$ cat config.mk
export PLATFORM = sky130hd
export DESIGN_NAME = lts_report
export DESIGN_NICKNAME = d
export VERILOG_FILES = /design/src/rtl/lts_pkg.sv /design/src/rtl/lts_ahb_slave.sv /design/src/rtl/lts_report.sv
export VERILOG_INCLUDE_DIRS = /design/src /design/src/rtl
export SDC_FILE = /design/constraint.sdc
export NUM_CORES = 1
export LEC_CHECK = 0
export ABC_CLOCK_PERIOD_IN_PS = 1200
export BUFFER_PORTS_ARGS = -buffer_cell sky130_fd_sc_hd__buf_4
export CORE_UTILIZATION = 30
export CTS_CLUSTER_DIAMETER = 150
export CTS_CLUSTER_SIZE = 12
export DETAILED_ROUTE_END_ITERATION = 16
export SETUP_SLACK_MARGIN = 0.02
export SYNTH_ARGS = -nofsm -noshare
export SYNTH_HDL_FRONTEND = slang
export SYNTH_SLANG_ARGS = --single-unit
$ cat constraint.sdc
create_clock -name sys_clk -period 1.2 [get_ports sys_clk]
set_input_delay 0.24 -clock sys_clk [delete_from_list [all_inputs] [get_ports sys_clk]]
set_output_delay 0.24 -clock sys_clk [all_outputs]
set_load 0.05 [all_outputs]
$ cat src/rtl/lts_params.svh
// Constants for the link training status report block
`ifndef LTS_PARAMS_SVH
`define LTS_PARAMS_SVH

// ----------------------------------------
// Register offsets
// ----------------------------------------
`define LTS_OFS_STATUS 8'h00
`define LTS_OFS_INT_STAT 8'h04
`define LTS_OFS_INT_MASK 8'h08

// ----------------------------------------
// Status register fields
// ----------------------------------------
`define LTS_ST_MAJOR_LSB 0
`define LTS_ST_SUB_LSB 4
`define LTS_ST_WIDTH_LSB 8
`define LTS_ST_COMPL_BIT 12

// ----------------------------------------
// Interrupt bits
// ----------------------------------------
`define LTS_IRQ_STATE 0
`define LTS_IRQ_COMPL 1
`define LTS_IRQ_WIDTH 2
`define LTS_IRQ_BADSUB 3
`define LTS_IRQ_BITS 4

// ----------------------------------------
// Width codes, sub-state codes and reset values
// ----------------------------------------
`define LTS_WIDTH_NONE 3'h0
`define LTS_WIDTH_X1 3'h1
`define LTS_WIDTH_X4 3'h4
`define LTS_SUB_WAIT 3'h0
`define LTS_SUB_POL_COMPL 3'h2
`define LTS_INT_MASK_RST 4'h0

`endif

$ cat src/rtl/lts_pkg.sv
// Types shared by the link training status report block
package lts_pkg;

	typedef enum logic [3:0] {
		LTS_DETECT = 4'h0,
		LTS_POLLING = 4'h1,
		LTS_CONFIG = 4'h2,
		LTS_L0 = 4'h3,
		LTS_L0S = 4'h4,
		LTS_L1 = 4'h5,
		LTS_L2 = 4'h6,
		LTS_RECOVERY = 4'h7,
		LTS_LOOPBACK = 4'h8,
		LTS_HOT_RESET = 4'h9,
		LTS_DISABLED = 4'ha
	} lts_major_t;

	typedef struct packed {
		lts_major_t major;
		logic [2:0] sub;
		logic [2:0] width;
		logic compliance;
	} lts_status_t;

	typedef struct packed {
		logic hsel;
		logic [7:0] haddr;
		logic [1:0] htrans;
		logic hwrite;
		logic [2:0] hsize;
		logic [31:0] hwdata;
		logic hready;
	} lts_ahb_req_t;

endpackage

$ cat src/rtl/lts_ahb_slave.sv
// AHB-Lite slave front end: captures address phase, issues register strobes
`timescale 1ns/1ps
`default_nettype none
module lts_ahb_slave (
	// Clock and reset
	input wire logic clk,
	input wire logic rstN,
	// Bus request
	input wire lts_pkg::lts_ahb_req_t req,
	// Register side
	output logic wrEn,
	output logic [7:0] wrAddr,
	output logic [31:0] wrData,
	output logic rdEn,
	output logic [7:0] rdAddr
);
	import lts_pkg::*;

	logic pendWrite;
	logic [7:0] pendAddr;
	logic addrPhase;

	// Zero wait states: every accepted address phase completes next cycle
	assign addrPhase = req.hsel && req.htrans[1] && req.hready;

	always_ff @(posedge clk or negedge rstN) begin
		if (!rstN) begin
			pendWrite <= 1'b0;
			pendAddr <= 8'h00;
		end else begin
			pendWrite <= addrPhase && req.hwrite;
			if (addrPhase) begin
				pendAddr <= req.haddr;
			end
		end
	end

	assign wrEn = pendWrite;
	assign wrAddr = pendAddr;
	assign wrData = req.hwdata;
	// Read is decoded in the address phase so hrdata is a flop in the data phase
	assign rdEn = addrPhase && !req.hwrite;
	assign rdAddr = req.haddr;
endmodule
`default_nettype wire

$ cat src/rtl/lts_report.sv
// Link training status report with AHB-Lite status and interrupt registers
`timescale 1ns/1ps
`default_nettype none
`include "lts_params.svh"
module lts_report (
	// Clock and reset
	input wire logic sys_clk,
	input wire logic arst_n,
	// From the training state machine
	input wire lts_pkg::lts_major_t trainMajor,
	input wire logic [2:0] trainSub,
	input wire logic linkUp,
	input wire logic linkFourLanes,
	// To the application
	output lts_pkg::lts_status_t status,
	// AHB-Lite slave
	input wire logic hsel,
	input wire logic [7:0] haddr,
	input wire logic [1:0] htrans,
	input wire logic hwrite,
	input wire logic [2:0] hsize,
	input wire logic [31:0] hwdata,
	input wire logic hready,
	output logic hreadyout,
	output logic hresp,
	output logic [31:0] hrdata,
	// Interrupt
	output logic irq
);
	import lts_pkg::*;

	// ----------------------------------------
	// Reset release
	// ----------------------------------------
	// Both flops clear at once; logic leaves reset two edges after release
	logic rstMeta;
	logic rstN;

	always_ff @(posedge sys_clk or negedge arst_n) begin
		if (!arst_n) begin
			rstMeta <= 1'b0;
			rstN <= 1'b0;
		end else begin
			rstMeta <= 1'b1;
			rstN <= rstMeta;
		end
	end

	// ----------------------------------------
	// Decoding helpers
	// ----------------------------------------
	function automatic logic [3:0] subCount(input lts_major_t m);
		unique case (m)
			LTS_DETECT: subCount = 4'h8;
			LTS_CONFIG: subCount = 4'h8;
			LTS_L0: subCount = 4'h7;
			LTS_POLLING: subCount = 4'h5;
			LTS_L0S: subCount = 4'h5;
			LTS_L1: subCount = 4'h4;
			LTS_L2: subCount = 4'h2;
			// States without listed sub-states accept any code
			default: subCount = 4'h8;
		endcase
	endfunction

	// Four-lane flag means nothing until the link is up
	function automatic logic [2:0] widthCode(input logic up, input logic four);
		if (!up) begin
			widthCode = `LTS_WIDTH_NONE;
		end else if (four) begin
			widthCode = `LTS_WIDTH_X4;
		end else begin
			widthCode = `LTS_WIDTH_X1;
		end
	endfunction

	function automatic logic regHit(input logic en, input logic [7:0] addr, input logic [7:0] ofs);
		regHit = en && (addr == ofs);
	endfunction

	// ----------------------------------------
	// Status outputs
	// ----------------------------------------
	// One cycle of latency from the training inputs
	lts_status_t next_status;

	always_comb begin
		next_status.major = trainMajor;
		next_status.sub = trainSub;
		next_status.width = widthCode(linkUp, linkFourLanes);
		next_status.compliance = (trainMajor == LTS_POLLING) && (trainSub == `LTS_SUB_POL_COMPL);
	end

	always_ff @(posedge sys_clk or negedge rstN) begin
		if (!rstN) begin
			status.major <= LTS_DETECT;
			status.sub <= `LTS_SUB_WAIT;
			status.width <= `LTS_WIDTH_NONE;
			status.compliance <= 1'b0;
		end else begin
			status <= next_status;
		end
	end

	// ----------------------------------------
	// Events
	// ----------------------------------------
	// One-cycle pulses into the sticky status bits, except BADSUB, which stays high as long as the bad code is held
	logic [`LTS_IRQ_BITS-1:0] events;

	always_comb begin
		events = '0;
		events[`LTS_IRQ_STATE] = (next_status.major != status.major) || (next_status.sub != status.sub);
		events[`LTS_IRQ_COMPL] = next_status.compliance && !status.compliance;
		events[`LTS_IRQ_WIDTH] = next_status.width != status.width;
		// Codes past the last sub-state of a major state are flagged, not altered
		events[`LTS_IRQ_BADSUB] = {1'b0, trainSub} >= subCount(trainMajor);
	end

	// ----------------------------------------
	// Bus front end
	// ----------------------------------------
	// Size is ignored: only whole-word access is supported
	lts_ahb_req_t busReq;
	logic wrEn;
	logic [7:0] wrAddr;
	logic [31:0] wrData;
	logic rdEn;
	logic [7:0] rdAddr;

	assign busReq = '{hsel: hsel, haddr: haddr, htrans: htrans, hwrite: hwrite,
		hsize: hsize, hwdata: hwdata, hready: hready};

	lts_ahb_slave u_slave (
		.clk(sys_clk),
		.rstN(rstN),
		.req(busReq),
		.wrEn(wrEn),
		.wrAddr(wrAddr),
		.wrData(wrData),
		.rdEn(rdEn),
		.rdAddr(rdAddr)
	);

	// No wait states and never an error response
	assign hreadyout = 1'b1;
	assign hresp = 1'b0;

	// ----------------------------------------
	// Interrupt registers
	// ----------------------------------------
	logic [`LTS_IRQ_BITS-1:0] intStat;
	logic [`LTS_IRQ_BITS-1:0] intMask;
	logic [`LTS_IRQ_BITS-1:0] w1c;
	logic [`LTS_IRQ_BITS-1:0] next_intStat;
	logic [`LTS_IRQ_BITS-1:0] next_intMask;
	logic statWrite;
	logic maskWrite;

	assign statWrite = regHit(wrEn, wrAddr, `LTS_OFS_INT_STAT);
	assign maskWrite = regHit(wrEn, wrAddr, `LTS_OFS_INT_MASK);
	assign w1c = statWrite ? wrData[`LTS_IRQ_BITS-1:0] : '0;
	assign next_intMask = maskWrite ? wrData[`LTS_IRQ_BITS-1:0] : intMask;

	// Set beats clear so an event in the clearing cycle survives
	for (genvar b = 0; b < `LTS_IRQ_BITS; b++) begin : g_stat
		assign next_intStat[b] = (intStat[b] && !w1c[b]) || events[b];
	end

	always_ff @(posedge sys_clk or negedge rstN) begin
		if (!rstN) begin
			intStat <= '0;
		end else begin
			intStat <= next_intStat;
		end
	end

	always_ff @(posedge sys_clk or negedge rstN) begin
		if (!rstN) begin
			intMask <= `LTS_INT_MASK_RST;
		end else begin
			intMask <= next_intMask;
		end
	end

	// Built from next values so a mask write shows on irq with no extra lag
	always_ff @(posedge sys_clk or negedge rstN) begin
		if (!rstN) begin
			irq <= 1'b0;
		end else begin
			irq <= |(next_intStat & next_intMask);
		end
	end

	// ----------------------------------------
	// Read data
	// ----------------------------------------
	// Launched at the end of the address phase, held until the next read
	logic [31:0] next_hrdata;

	always_comb begin
		next_hrdata = 32'h0000_0000;
		unique case (rdAddr)
			`LTS_OFS_STATUS: begin
				next_hrdata[`LTS_ST_MAJOR_LSB +: 4] = status.major;
				next_hrdata[`LTS_ST_SUB_LSB +: 3] = status.sub;
				next_hrdata[`LTS_ST_WIDTH_LSB +: 3] = status.width;
				next_hrdata[`LTS_ST_COMPL_BIT] = status.compliance;
			end
			`LTS_OFS_INT_STAT: next_hrdata[`LTS_IRQ_BITS-1:0] = intStat;
			`LTS_OFS_INT_MASK: next_hrdata[`LTS_IRQ_BITS-1:0] = intMask;
			// Unmapped addresses read zero with an OKAY response
			default: next_hrdata = 32'h0000_0000;
		endcase
	end

	always_ff @(posedge sys_clk or negedge rstN) begin
		if (!rstN) begin
			hrdata <= 32'h0000_0000;
		end else if (rdEn) begin
			hrdata <= next_hrdata;
		end
	end
endmodule
`default_nettype wire

# Word level (Yosys, flattened, before mapping)
# Index checks and enable logic that the tools add are counted.
[op_classes]
magnitude_cmp = 1
eq_ne = 13
n_mux = 9
n_bitwise = 1
reduce_logical = 26
[ops]
columns = ["op", "count"]
rows = [
  ["$eq A8 B3 Y1 const B", 2],
  ["$eq A8 B4 Y1 const B", 2],
  ["$pmux W4 S4", 1],
  ["$eq A4 B3 Y1 const B", 3],
  ["$logic_and A1 B1 Y1", 12],
  ["$mux W3", 4],
  ["$pmux W4 S3", 1],
  ["$logic_not A8 Y1", 1],
  ["$mux W4", 2],
  ["$logic_not A1 Y1", 6],
  ["$ne A3 B3 Y1", 2],
  ["$logic_or A1 B1 Y1", 5],
  ["$and A4 B4 Y4", 1],
  ["$eq A4 B1 Y1 const B", 1],
  ["$eq A4 B2 Y1 const B", 1],
  ["$ge A3 B4 Y1", 1],
  ["$ne A4 B4 Y1", 1],
  ["$reduce_or A4 Y1", 1],
  ["$eq A3 B2 Y1 const B", 1],
  ["$reduce_or A2 Y1", 1],
  ["$mux W1", 1],
]
[word_totals]
ff_bits = 42
input_bits = 59
output_inout_bits = 46

# Logic depth before layout (Yosys ltp)
# Gate-level depths: netlist of the first run.
[logic_depth]
word_depth = 8
mapped_depth = 10
depth_no_buf = 9

# By module
# Synthesis of the first run repeated with hierarchy kept, for this count alone.
[hier_totals]
cells_unflattened = 227
hier_area_um2 = 2312.2
[by_module_without_submodules]
columns = ["module", "n_inst", "cells_each", "area_per_inst_um2", "seq_area_each_um2"]
rows = [
  ["lts_report", 1, 166, 1667.8, 775.7],
  ["lts_ahb_slave", 1, 61, 644.4, 225.2],
]

# Worst setup path before layout of the first run
# Ideal clock, no wire load.
[synth_timing]
kind = "flip-flop to flip-flop"
start = "register u_slave.pendAddr[5], in the netlist u_slave.wrAddr[5]"
end = "register irq"
arrival_ns = 1.539
required_time_ns = 1.073
setup_slack_ns = -0.466
path_stages_with_launch = 6
path_buffers = 0
cell_sequence = "dfrtp_1 -> nor4_2 -> nand4b_1 -> mux2_2 -> a22oi_1 -> nand3_1"
[synth_rtl]
columns = ["item", "line", "source"]
rows = [
  ["from (decl)", "lts_ahb_slave.sv:20", "logic [7:0] pendAddr;"],
  ["from (signal assigned)", "lts_ahb_slave.sv:33", "pendAddr <= req.haddr;"],
  ["$eq A8 B4 Y1", "lts_report.sv:78", "regHit = en && (addr == ofs);"],
  ["$logic_and A1 B1 Y1", "lts_report.sv:78", ""],
  ["$mux W4", "lts_report.sv:163", "assign next_intMask = maskWrite ? wrData[`LTS_IRQ_BITS-1:0] : intMask;"],
  ["named net next_intMask[2]", "lts_report.sv:156", "logic [`LTS_IRQ_BITS-1:0] next_intMask;"],
  ["$and A4 B4 Y4", "lts_report.sv:191", "irq <= |(next_intStat & next_intMask);"],
  ["$reduce_or A4 Y1", "lts_report.sv:191", ""],
  ["to (signal assigned)", "lts_report.sv:191", ""],
  ["to (decl)", "lts_report.sv:28", "output logic irq"],
]
# The timed path passes the listed nets, and every way through them passes these cells.
# A chain may end at the register's enable or synchronous reset.

# Worst setup path after layout of the first run
# Same ends and word-level chain as after synthesis.

==> results of run 1 <==
==> registers in the layout (all words and copies together), names as in the netlist <==
name	flops
intStat	4
intMask	4
hrdata	10
rstN	1
rstMeta	1
irq	1
status	10
u_slave.wrAddr	8
u_slave.wrEn	1
==> power groups by stage <==
stage                     registers (mW)  clock network (mW)  logic (mW)
after floorplan                     1.60                   0       0.423
after global placement              1.53                   0       0.667
after detailed placement            1.53                   0       0.675
after CTS                           1.51               0.951       0.730
after global routing                1.53                1.03       0.802
final                               1.51               0.937       0.743
==> cells in the mapped netlist (2+ instances only) <==
cell      number
a21oi_1        7
a22o_1         6
buf_4         25
clkbuf_1       2
conb_1         2
dfrtp_1       40
ha_1           3
inv_1          4
mux2_2        12
mux2i_1        4
nand2_1       10
nand2b_1       2
nand3_1        6
nand4_1        3
nor2_1         8
nor2b_1        5
o21ai_0        6
xnor2_1        7
==> cells by family after synthesis <==
logic type	after synthesis
compound gates	24
flops	40
xor+xnor	8
other cells	2
buf+inv	32
mux	16
fa+ha+maj	3
simple gates	47
==> critical path, cell delays in order, from the launching register on <==
cell and delay, ns:
dfrtp_1 0.40, nor4_4 0.32, nand4b_1 0.15, buf_6 0.15, mux2_4 0.30, a22oi_2 0.15
nand3_1 0.08
==> path summary, 6_finish.rpt <==
path,from,to
max,u_slave.wrAddr[5],irq
min,trainSub[2],status[6]
max reg2reg,u_slave.wrAddr[5],irq
min reg2reg,rstN,irq
max in group asynchronous,rstN,status[3]
min in group asynchronous,rstN,irq
==> repair_timing <==
item,in CTS,in global routing
setup buffers,5,5
cloned,0,0
hold buffers,1,0
resized for setup,34,11
endpoints found under the hold margin,2,0
pin swaps,9,5
setup endpoints to repair,28,28
==> layer usage <==
layer / track usage [%] / share of wire (%) / up-vias
li1: - / - / 728
met1: 20.1 / 45 / 714
met2: 22.1 / 49 / 45
met3: 3.63 / 5.1 / 5
met4: 4.66 / 1.3 / 0
met5: 0 / 0 / -
==> cell type report <==
class / count / area, sq um
fillers: 572 / 3220
inverters: 4 / 15.0
repair buffers: 84 / 766
clock inverters: 2 / 10.0
multi-input cells: 124 / 896
well taps: 75 / 93.8
clock buffers: 6 / 82.6
flip-flops and latches: 40 / 1010
==> metrics by stage <==
| stage | std cells | setup TNS, ns | cell area (sq um) | power, mW |
|---|---|---|---|---|
| detailed placement | 318 | -8.40 | 2540 | 2.21 |
| floorplan | 196 | -4.59 | 2080 | 2.02 |
| global route | 335 | -5.87 | 2880 | 3.36 |
| finish | 335 | -4.59 | 2880 | 3.19 |
| CTS | 331 | -4.84 | 2800 | 3.19 |
| global placement | 318 | -8.00 | 2540 | 2.20 |
==> reports/results.ini, run 1 <==
[synth]
synthXorXnorAreaFrac_pct=3.60
synth_ff_type=dfrtp_1
synthCells=172
synth_top_area_share_pct=51.4
synthArstFlopShare_pct=100
synth_seq_cells=40
yosysTopAreaCell=dfrtp_1
synth-adder-area-share_pct=1.93
yosys.area_share.simple_pct=14.3
synth_seq_area_share_pct=51.4
synth_top_family_by_area=simple AND/OR/NAND/NOR gates
syn_avg_cell_area_sq_um=11.3
yosysUniqueCellTypes=38
ys_warn_count=0
synth_mux_area_share_pct=9.00
synth_area_leaders=dfrtp_1, buf_4, mux2_2
syn_area_sq_mm=0.00195
synth_compound_area_share_pct=8.35
synth-edff-count=0

[worst_hold_path]
hold_path.class=in2reg
hold_depth=1

[routing]
detail-route-antenna-nets=0
routed_wl_um=4320
vias_per_cell=4.45
post_drt_wl_per_cell_um=12.9
drc_errors=0
dr_total_vias=1492
firstDrtPassIters=4
initialDrtViolationCount=61

[setup_path]
crit_fanout=4
cp.arrival_ns=1.85
startpoint_type=flip-flop
crit_type=reg2reg
worstPathRequired_ns=1.38
r2r_slack_ns=-0.47
cp-end-kind=flip-flop
reg2regPathDepth=6

[global_routing]
overflow=0
grt_pass1_wl_um=7210
grt_pass1_vias=1419
grt_max_degree=27
antenna_found_initial=0
grt_use_total_pct=14.5

[timing]
rsz0062_at_grt=yes
fmax_ghz=0.600
holdWs_ns=0.0923
hold_viol=0
timing.final.ws_setup_ns=-0.467
setup_viol=27
min_period_over_period_pct=139
clock_skew_ns=0.00983
period_needed_ns=1.67
slew_violations=0

[layout]
area_growth_pct=47.7
final_cell_mix=buf_4, dfrtp_1, conb_1, buf_6, mux2_2
n_antenna_cell=0
post-route-util_pct=47.2
final_nets=321
final_common_cell=buf_4
layout-drive-gt1-share_pct=49.6

[die]
die_x_um=82.6
initial_core_util_pct=31.9
die_y_um=82.6
row_count=28
core-area_sq_mm=0.00610
die-area_sq_mm=0.00682
pin_count=105

[pwr]
p_clk_share_pct=29.3
switchingPower_mw=0.983
peakVddDrop_uv=702
power_density_mw_per_mm2=1110
p_leak_nw=1.36
seq_power_share_pct=47.4
combPwrFrac_pct=23.3
intPower_mw=2.21
switching_share_pct=30.8

[cts]
cts_buffers=5
clock_sinks=40
cts_max_level=2
insertion_delay_ns=0.29
cts_tree=built
cts-root-buf=clkbuf_8
cts_max_path_buffers=2
clk_pin_slew_worst_paths_ns=0.08

[status]
violations=negative setup slack
status=finished with violations

[placed_design]
post-place-ws_ns=-0.666
dp_hpwl_um=3390
io_buffers=47
gp_congestion=0.765

[flow_run]
cap_violations=0

No activity file was read; power rests on OpenSTA's default activity.
==> inputs of run 2 (changes only) <==
--- a/config.mk
+++ b/config.mk
@@ -8,10 +8,13 @@
 export LEC_CHECK = 0
 export ABC_CLOCK_PERIOD_IN_PS = 1200
 export BUFFER_PORTS_ARGS = -buffer_cell sky130_fd_sc_hd__buf_4
-export CORE_UTILIZATION = 30
+export CELL_PAD_IN_SITES_DETAIL_PLACEMENT = 1
+export CELL_PAD_IN_SITES_GLOBAL_PLACEMENT = 2
+export CORE_UTILIZATION = 23
 export CTS_CLUSTER_DIAMETER = 150
 export CTS_CLUSTER_SIZE = 12
 export DETAILED_ROUTE_END_ITERATION = 16
+export PLACE_DENSITY_LB_ADDON = 0.1
 export SETUP_SLACK_MARGIN = 0.02
 export SYNTH_ARGS = -nofsm -noshare
 export SYNTH_HDL_FRONTEND = slang
==> reports/results.ini, run 2 (synthesized netlist as in run 1, its figures left out) <==
[setup_path]
worstPathRequired_ns=1.37  ; was 1.38 ns
crit_chain=nor4_4 -> nand4b_1 -> buf_4 -> mux2_2 -> a21bo_2 -> nand3_1  ; was nor4_4 -> nand4b_1 -> buf_6 -> mux2_4 -> a22oi_2 -> nand3_1
cp.buffers_inverters=1  ; unchanged
reg2regPathDepth=6  ; unchanged
crit_fanout=4  ; unchanged
crit_type=reg2reg  ; unchanged
critical_path.slowest_cell=dfrtp_1  ; unchanged
r2r_slack_ns=-0.54  ; was -0.47 ns
cp_num_cells=6  ; unchanged
startpoint_type=flip-flop  ; unchanged
r2r_start=u_slave.wrAddr[6]  ; was u_slave.wrAddr[5]
cp_top_family=simple AND/OR/NAND/NOR gates  ; unchanged
r2r-end=irq  ; unchanged
crit_path_max_incr_delay_ns=0.41  ; was 0.40 ns
cp-end-kind=flip-flop  ; unchanged
cp.arrival_ns=1.92  ; was 1.85 ns

[routing]
vias_per_cell=4.16  ; was 4.45
initialDrtViolationCount=23  ; was 61
detail-route-antenna-nets=0  ; unchanged
post_drt_wl_per_cell_um=13.8  ; was 12.9 um
dr_total_vias=1510  ; was 1,492
drc_errors=0  ; unchanged
firstDrtPassIters=4  ; unchanged
routed_wl_um=5000  ; was 4320 um

[cts]
cts-root-buf=clkbuf_8  ; unchanged
cts_tree=built  ; unchanged
cts_max_path_buffers=2  ; unchanged
clock_sinks=40  ; unchanged
cts_buffers=5  ; unchanged
insertion_delay_ns=0.30  ; was 0.29 ns
cts_max_level=2  ; unchanged
clk_pin_slew_worst_paths_ns=0.08  ; about the same

[timing]
fmax_ghz=0.574  ; was 0.600 GHz
clock_skew_ns=0.00670  ; was 0.00983 ns
hold_viol=0  ; unchanged
timing.final.ws_setup_ns=-0.543  ; was -0.467 ns
setup_viol=27  ; unchanged
rsz0062_at_grt=yes  ; unchanged
slew_violations=0  ; unchanged
min_period_over_period_pct=145  ; was 139%
period_needed_ns=1.74  ; was 1.67 ns

[placed_design]
dp_hpwl_um=3990  ; was 3390 um
postPlaceCellArea_sq_mm=0.00259  ; was 0.00254 sq mm
gp_congestion=0.793  ; was 0.765
io_buffers=47  ; unchanged

[die]
pin_count=105  ; unchanged
initial_core_util_pct=23.7  ; was 31.9%
die_y_um=94.0  ; was 82.6 um
die-area_sq_mm=0.00884  ; was 0.00682 sq mm
die_x_um=94.0  ; was 82.6 um
core-area_sq_mm=0.00822  ; was 0.00610 sq mm
row_count=33  ; was 28

[pwr]
peakVddDrop_uv=385  ; was 702 uV
power_density_mw_per_mm2=1160  ; was 1110 mW/mm^2
total_power_mw=3.34  ; was 3.19 mW
p_leak_nw=1.35  ; was 1.36 nW

[layout]
design_area_sq_mm=0.00289  ; was 0.00288 sq mm
area_growth_pct=48.5  ; was 47.7%
n_antenna_cell=0  ; unchanged
regArea_sq_mm=0.00101  ; unchanged
final_cell_mix=buf_4, dfrtp_1, conb_1, buf_6, mux2_2  ; unchanged
layout-drive-gt1-share_pct=48.4  ; was 49.6%
final_common_cell=buf_4  ; unchanged
final_nets=319  ; was 321
fillers=937  ; was 572
multi_input_area_sq_um=886  ; was 896 sq um

[flow_run]
cap_violations=0  ; unchanged

[global_routing]
grt_use_total_pct=12.2  ; was 14.5%
grt_pass1_vias=1564  ; was 1,419
grt_pass1_wl_um=8010  ; was 7210 um
antenna_found_initial=0  ; unchanged
grt_max_degree=39  ; was 27
overflow=0  ; unchanged

[status]
violations=negative setup slack  ; unchanged
status=finished with violations  ; unchanged

[worst_hold_path]
min_to=status[6]  ; unchanged
hold_path.class=in2reg  ; unchanged
hold_depth=1  ; unchanged
hold_path_startpoint=trainSub[2]  ; unchanged

==> run 2: timing repair <==
item / CTS / global route
pin swaps: 10 / 3
hold endpoints to repair: 2 / 0
gates cloned: 0 / 0
setup buffers: 5 / 2
gates resized for setup: 36 / 4
hold buffers: 1 / 0
endpoints found under the setup margin: 28 / 29
==> run 2: report_power, final <==
group,internal (mW),switching [mW]
clock network,0.617,0.470
logic,0.307,0.442
registers,1.43,0.0731
==> run 2: metal layers <==
| metal | share of wire (%) | wire, um | global-route usage (%) | vias to the layer above |
|---|---|---|---|---|
| li1 | - | - | - | 714 |
| met1 | 44 | 2200 | 15.3 | 743 |
| met2 | 50 | 2480 | 20.0 | 46 |
| met3 | 4.4 | 220 | 2.75 | 7 |
| met4 | 1.8 | 91 | 5.00 | 0 |
| met5 | 0 | 0 | 0 | - |
==> run 2: final cells by class <==
class / count / area share [%]
Sequential cell: 40 / 35.0
Multi-Input combinational cell: 124 / 30.6
Timing Repair Buffer: 82 / 25.6
Tap cell: 105 / 4.54
Clock buffer: 6 / 2.51
Clock inverter: 2 / 1.21
Inverter: 4 / 0.519
==> run 2: worst max-delay path by stage <==
stage                 startpoint    endpoint  slack, ns
6_report       u_slave.wrAddr[6]         irq      -0.54
3_3_place_gp            haddr[5]   hrdata[8]      -0.61
2_1_floorplan           haddr[5]   hrdata[8]      -0.42
3_5_place_dp            haddr[5]  hrdata[12]      -0.69
5_1_grt        u_slave.wrAddr[6]         irq      -0.64
4_1_cts        u_slave.wrAddr[6]         irq      -0.56
==> run 2: through the flow <==
| stage | util, % | hold slack, ns | setup TNS (ns) | setup slack (ns) | std cells |
|---|---|---|---|---|---|
| finish | 35.2 | 0.0906 | -5.29 | -0.543 | 363 |
| global route | 35.2 | 0.0837 | -6.61 | -0.640 | 363 |
| CTS | 35.1 | 0.0844 | -5.50 | -0.560 | 363 |
| detailed placement | 31.5 | 0.0272 | -9.17 | -0.695 | 349 |
| global placement | 31.5 | 0.0221 | -8.27 | -0.611 | 349 |
| floorplan | - | -0.0556 | -4.59 | -0.420 | 196 |
==> run 2: worst register-to-register path: cells and delay by family, from the launching register on <==
| family | cells | cell delay [ns] |
|---|---|---|
| DFF | 1 | 0.41 |
| buffers and inverters | 1 | 0.17 |
| muxes | 1 | 0.28 |
| and+or+nand+nor | 3 | 0.56 |
| AOI/OAI and AO/OA | 1 | 0.19 |
==> inputs of run 3 (changes only) <==
--- a/config.mk
+++ b/config.mk
@@ -10,7 +10,7 @@
 export BUFFER_PORTS_ARGS = -buffer_cell sky130_fd_sc_hd__buf_4
 export CELL_PAD_IN_SITES_DETAIL_PLACEMENT = 1
 export CELL_PAD_IN_SITES_GLOBAL_PLACEMENT = 2
-export CORE_UTILIZATION = 23
+export CORE_UTILIZATION = 25
 export CTS_CLUSTER_DIAMETER = 150
 export CTS_CLUSTER_SIZE = 12
 export DETAILED_ROUTE_END_ITERATION = 16
@@ -18,4 +18,5 @@
 export SETUP_SLACK_MARGIN = 0.02
 export SYNTH_ARGS = -nofsm -noshare
 export SYNTH_HDL_FRONTEND = slang
+export SYNTH_HIERARCHICAL = 1
 export SYNTH_SLANG_ARGS = --single-unit
==> reports/results.ini, run 3 <==
[timing]
period_needed_ns=1.64  ; was 1.74 ns
fmax_ghz=0.608  ; was 0.574 GHz
clock_skew_ns=0.00454  ; was 0.00670 ns
fin_tns_setup_ns=-2.13  ; was -5.29 ns
timing.final.ws_setup_ns=-0.444  ; was -0.543 ns
slew_violations=0  ; unchanged
min_period_over_period_pct=137  ; was 145%
rsz0062_at_grt=yes  ; unchanged
hold_viol=0  ; unchanged
setup_viol=17  ; was 27

[setup_path]
cp-end-kind=flip-flop  ; unchanged
critical_path.slowest_cell=dfrtp_1  ; unchanged
worstPathRequired_ns=1.38  ; was 1.37 ns
crit_chain=nor4_4 -> buf_4 -> nand4_1 -> a22o_2 -> a22oi_2 -> nand3_1  ; was nor4_4 -> nand4b_1 -> buf_4 -> mux2_2 -> a21bo_2 -> nand3_1
startpoint_type=flip-flop  ; unchanged
crit_fanout=4  ; unchanged
cp.arrival_ns=1.82  ; was 1.92 ns
crit_path_max_incr_delay_ns=0.41  ; about the same
crit_type=reg2reg  ; unchanged

[synth]
ys_warn_count=6  ; was 0
synthCells=199  ; was 172
syn_area_sq_mm=0.00210  ; was 0.00195 sq mm
syn_avg_cell_area_sq_um=10.6  ; was 11.3 sq um

[die]
row_count=33  ; unchanged
die_x_um=93.7  ; was 94.0 um
pin_count=105  ; unchanged
die_y_um=93.7  ; was 94.0 um
initial_core_util_pct=25.7  ; was 23.7%
die-area_sq_mm=0.00878  ; was 0.00884 sq mm
core-area_sq_mm=0.00818  ; was 0.00822 sq mm

[pwr]
power_density_mw_per_mm2=1130  ; was 1160 mW/mm^2
p_leak_nw=1.39  ; was 1.35 nW
total_power_mw=3.31  ; was 3.34 mW
peakVddDrop_uv=398  ; was 385 uV

[layout]
n_antenna_cell=0  ; unchanged
design_area_sq_mm=0.00292  ; was 0.00289 sq mm
layout-drive-gt1-share_pct=43.1  ; was 48.4%
post-route-util_pct=35.7  ; was 35.2%
final_common_cell=buf_4  ; unchanged
final_nets=337  ; was 319
area_growth_pct=38.9  ; was 48.5%
final_cell_mix=buf_4, dfrtp_1, conb_1, inv_1  ; was buf_4, dfrtp_1, conb_1, buf_6, mux2_2

[cts]
clk_pin_slew_worst_paths_ns=0.08  ; about the same
cts_max_path_buffers=2  ; unchanged
cts_tree=built  ; unchanged
clock_sinks=40  ; unchanged
cts_buffers=5  ; unchanged
cts_max_level=2  ; unchanged
insertion_delay_ns=0.29  ; was 0.30 ns
cts-root-buf=clkbuf_8  ; unchanged

[routing]
detail-route-antenna-nets=0  ; unchanged
initialDrtViolationCount=44  ; was 23
vias_per_cell=4.01  ; was 4.16
post_drt_wl_per_cell_um=12.8  ; was 13.8 um
drc_errors=0  ; unchanged
firstDrtPassIters=5  ; was 4
dr_total_vias=1527  ; was 1,510
routed_wl_um=4870  ; was 5000 um

[global_routing]
grt_pass1_vias=1561  ; was 1,564
grt_max_degree=39  ; unchanged
overflow=0  ; unchanged
antenna_found_initial=0  ; unchanged
grt_pass1_wl_um=8010  ; unchanged
grt_use_total_pct=12.3  ; was 12.2%

[flow_run]
cap_violations=0  ; unchanged

[placed_design]
postPlaceCellArea_sq_mm=0.00268  ; was 0.00259 sq mm
io_buffers=47  ; unchanged
dp_hpwl_um=3880  ; was 3990 um
gp_congestion=0.680  ; was 0.793

[status]
status=finished with violations  ; unchanged
violations=negative setup slack  ; unchanged

[worst_hold_path]
hold_path.class=in2reg  ; unchanged

run 3: changes by cell type in the layout (fill, tap and decap cells not counted), moves of 4 or more:
cell     before  now
inv_1         4   14
dfrtp_1      31   38
dfrtp_2       9    2
a22o_1        6    0
buf_4        59   64
o21ai_0       1    6
nor2_1        8   12
o22ai_1       0    4
run 3: final cells by class:
type | instances | area (sq um)
clock inverter | 2 | 12.5
tap | 105 | 131
timing repair buffer | 85 | 754
sequential | 40 | 1000
fill | 946 | 5260
multi-input combinational | 129 | 893
inverter | 14 | 52.6
clock buffer | 6 | 72.6
run 3: report_power, final:
group          switching, mW  total, mW  internal (mW)
Combinational          0.535      0.891          0.357
Clock                  0.470      0.877          0.406
Sequential            0.0829       1.54           1.46
Total                   1.09       3.31           2.22
run 3: what timing repair did:
item                       4_1_cts  5_1_grt
pin swaps                        0        3
buffers inserted                 5        0
cloned                           0        0
hold endpoints to repair         2        0
hold buffers                     1        0
setup endpoints to repair       17       22
gates resized for setup         26        5
run 3: worst max-delay path: cells and delay by family (launching register included):
kind / cells / cell delay, ns
buffers and inverters: 1 / 0.19
and+or+nand+nor: 3 / 0.54
AOI/OAI and AO/OA: 2 / 0.39
DFF: 1 / 0.41
run 3: metal layers:
metal	share of wire (%)	up-vias	track usage, %
met5	0	-	0
met4	1.5	0	4.23
met3	4.7	5	3.16
met2	49	44	19.7
met1	45	726	16.0
li1	-	752	-
run 3: final timing paths:
path,startpoint,end,slack [ns],cells after the start
worst min-delay path,trainMajor[3],status[10],0.1,1
min in group asynchronous,rstN,u_slave/wrAddr[6],0.24,1
worst max register to register,u_slave/wrAddr[6],irq,-0.44,6
worst min register to register,rstN,u_slave/wrAddr[6],0.24,1
max in group asynchronous,rstN,status[3],0.76,1
worst max-delay path,u_slave/wrAddr[6],irq,-0.44,6
run 3: stage by stage:
| stage | hold slack [ns] | instances | setup slack, ns |
|---|---|---|---|
| floorplan | -0.0556 | 223 | -0.408 |
| global placement | 0.0229 | 367 | -0.432 |
| detailed placement | 0.0245 | 367 | -0.464 |
| CTS | 0.0885 | 381 | -0.472 |
| global route | 0.0739 | 381 | -0.559 |
| finish | 0.0968 | 381 | -0.444 |
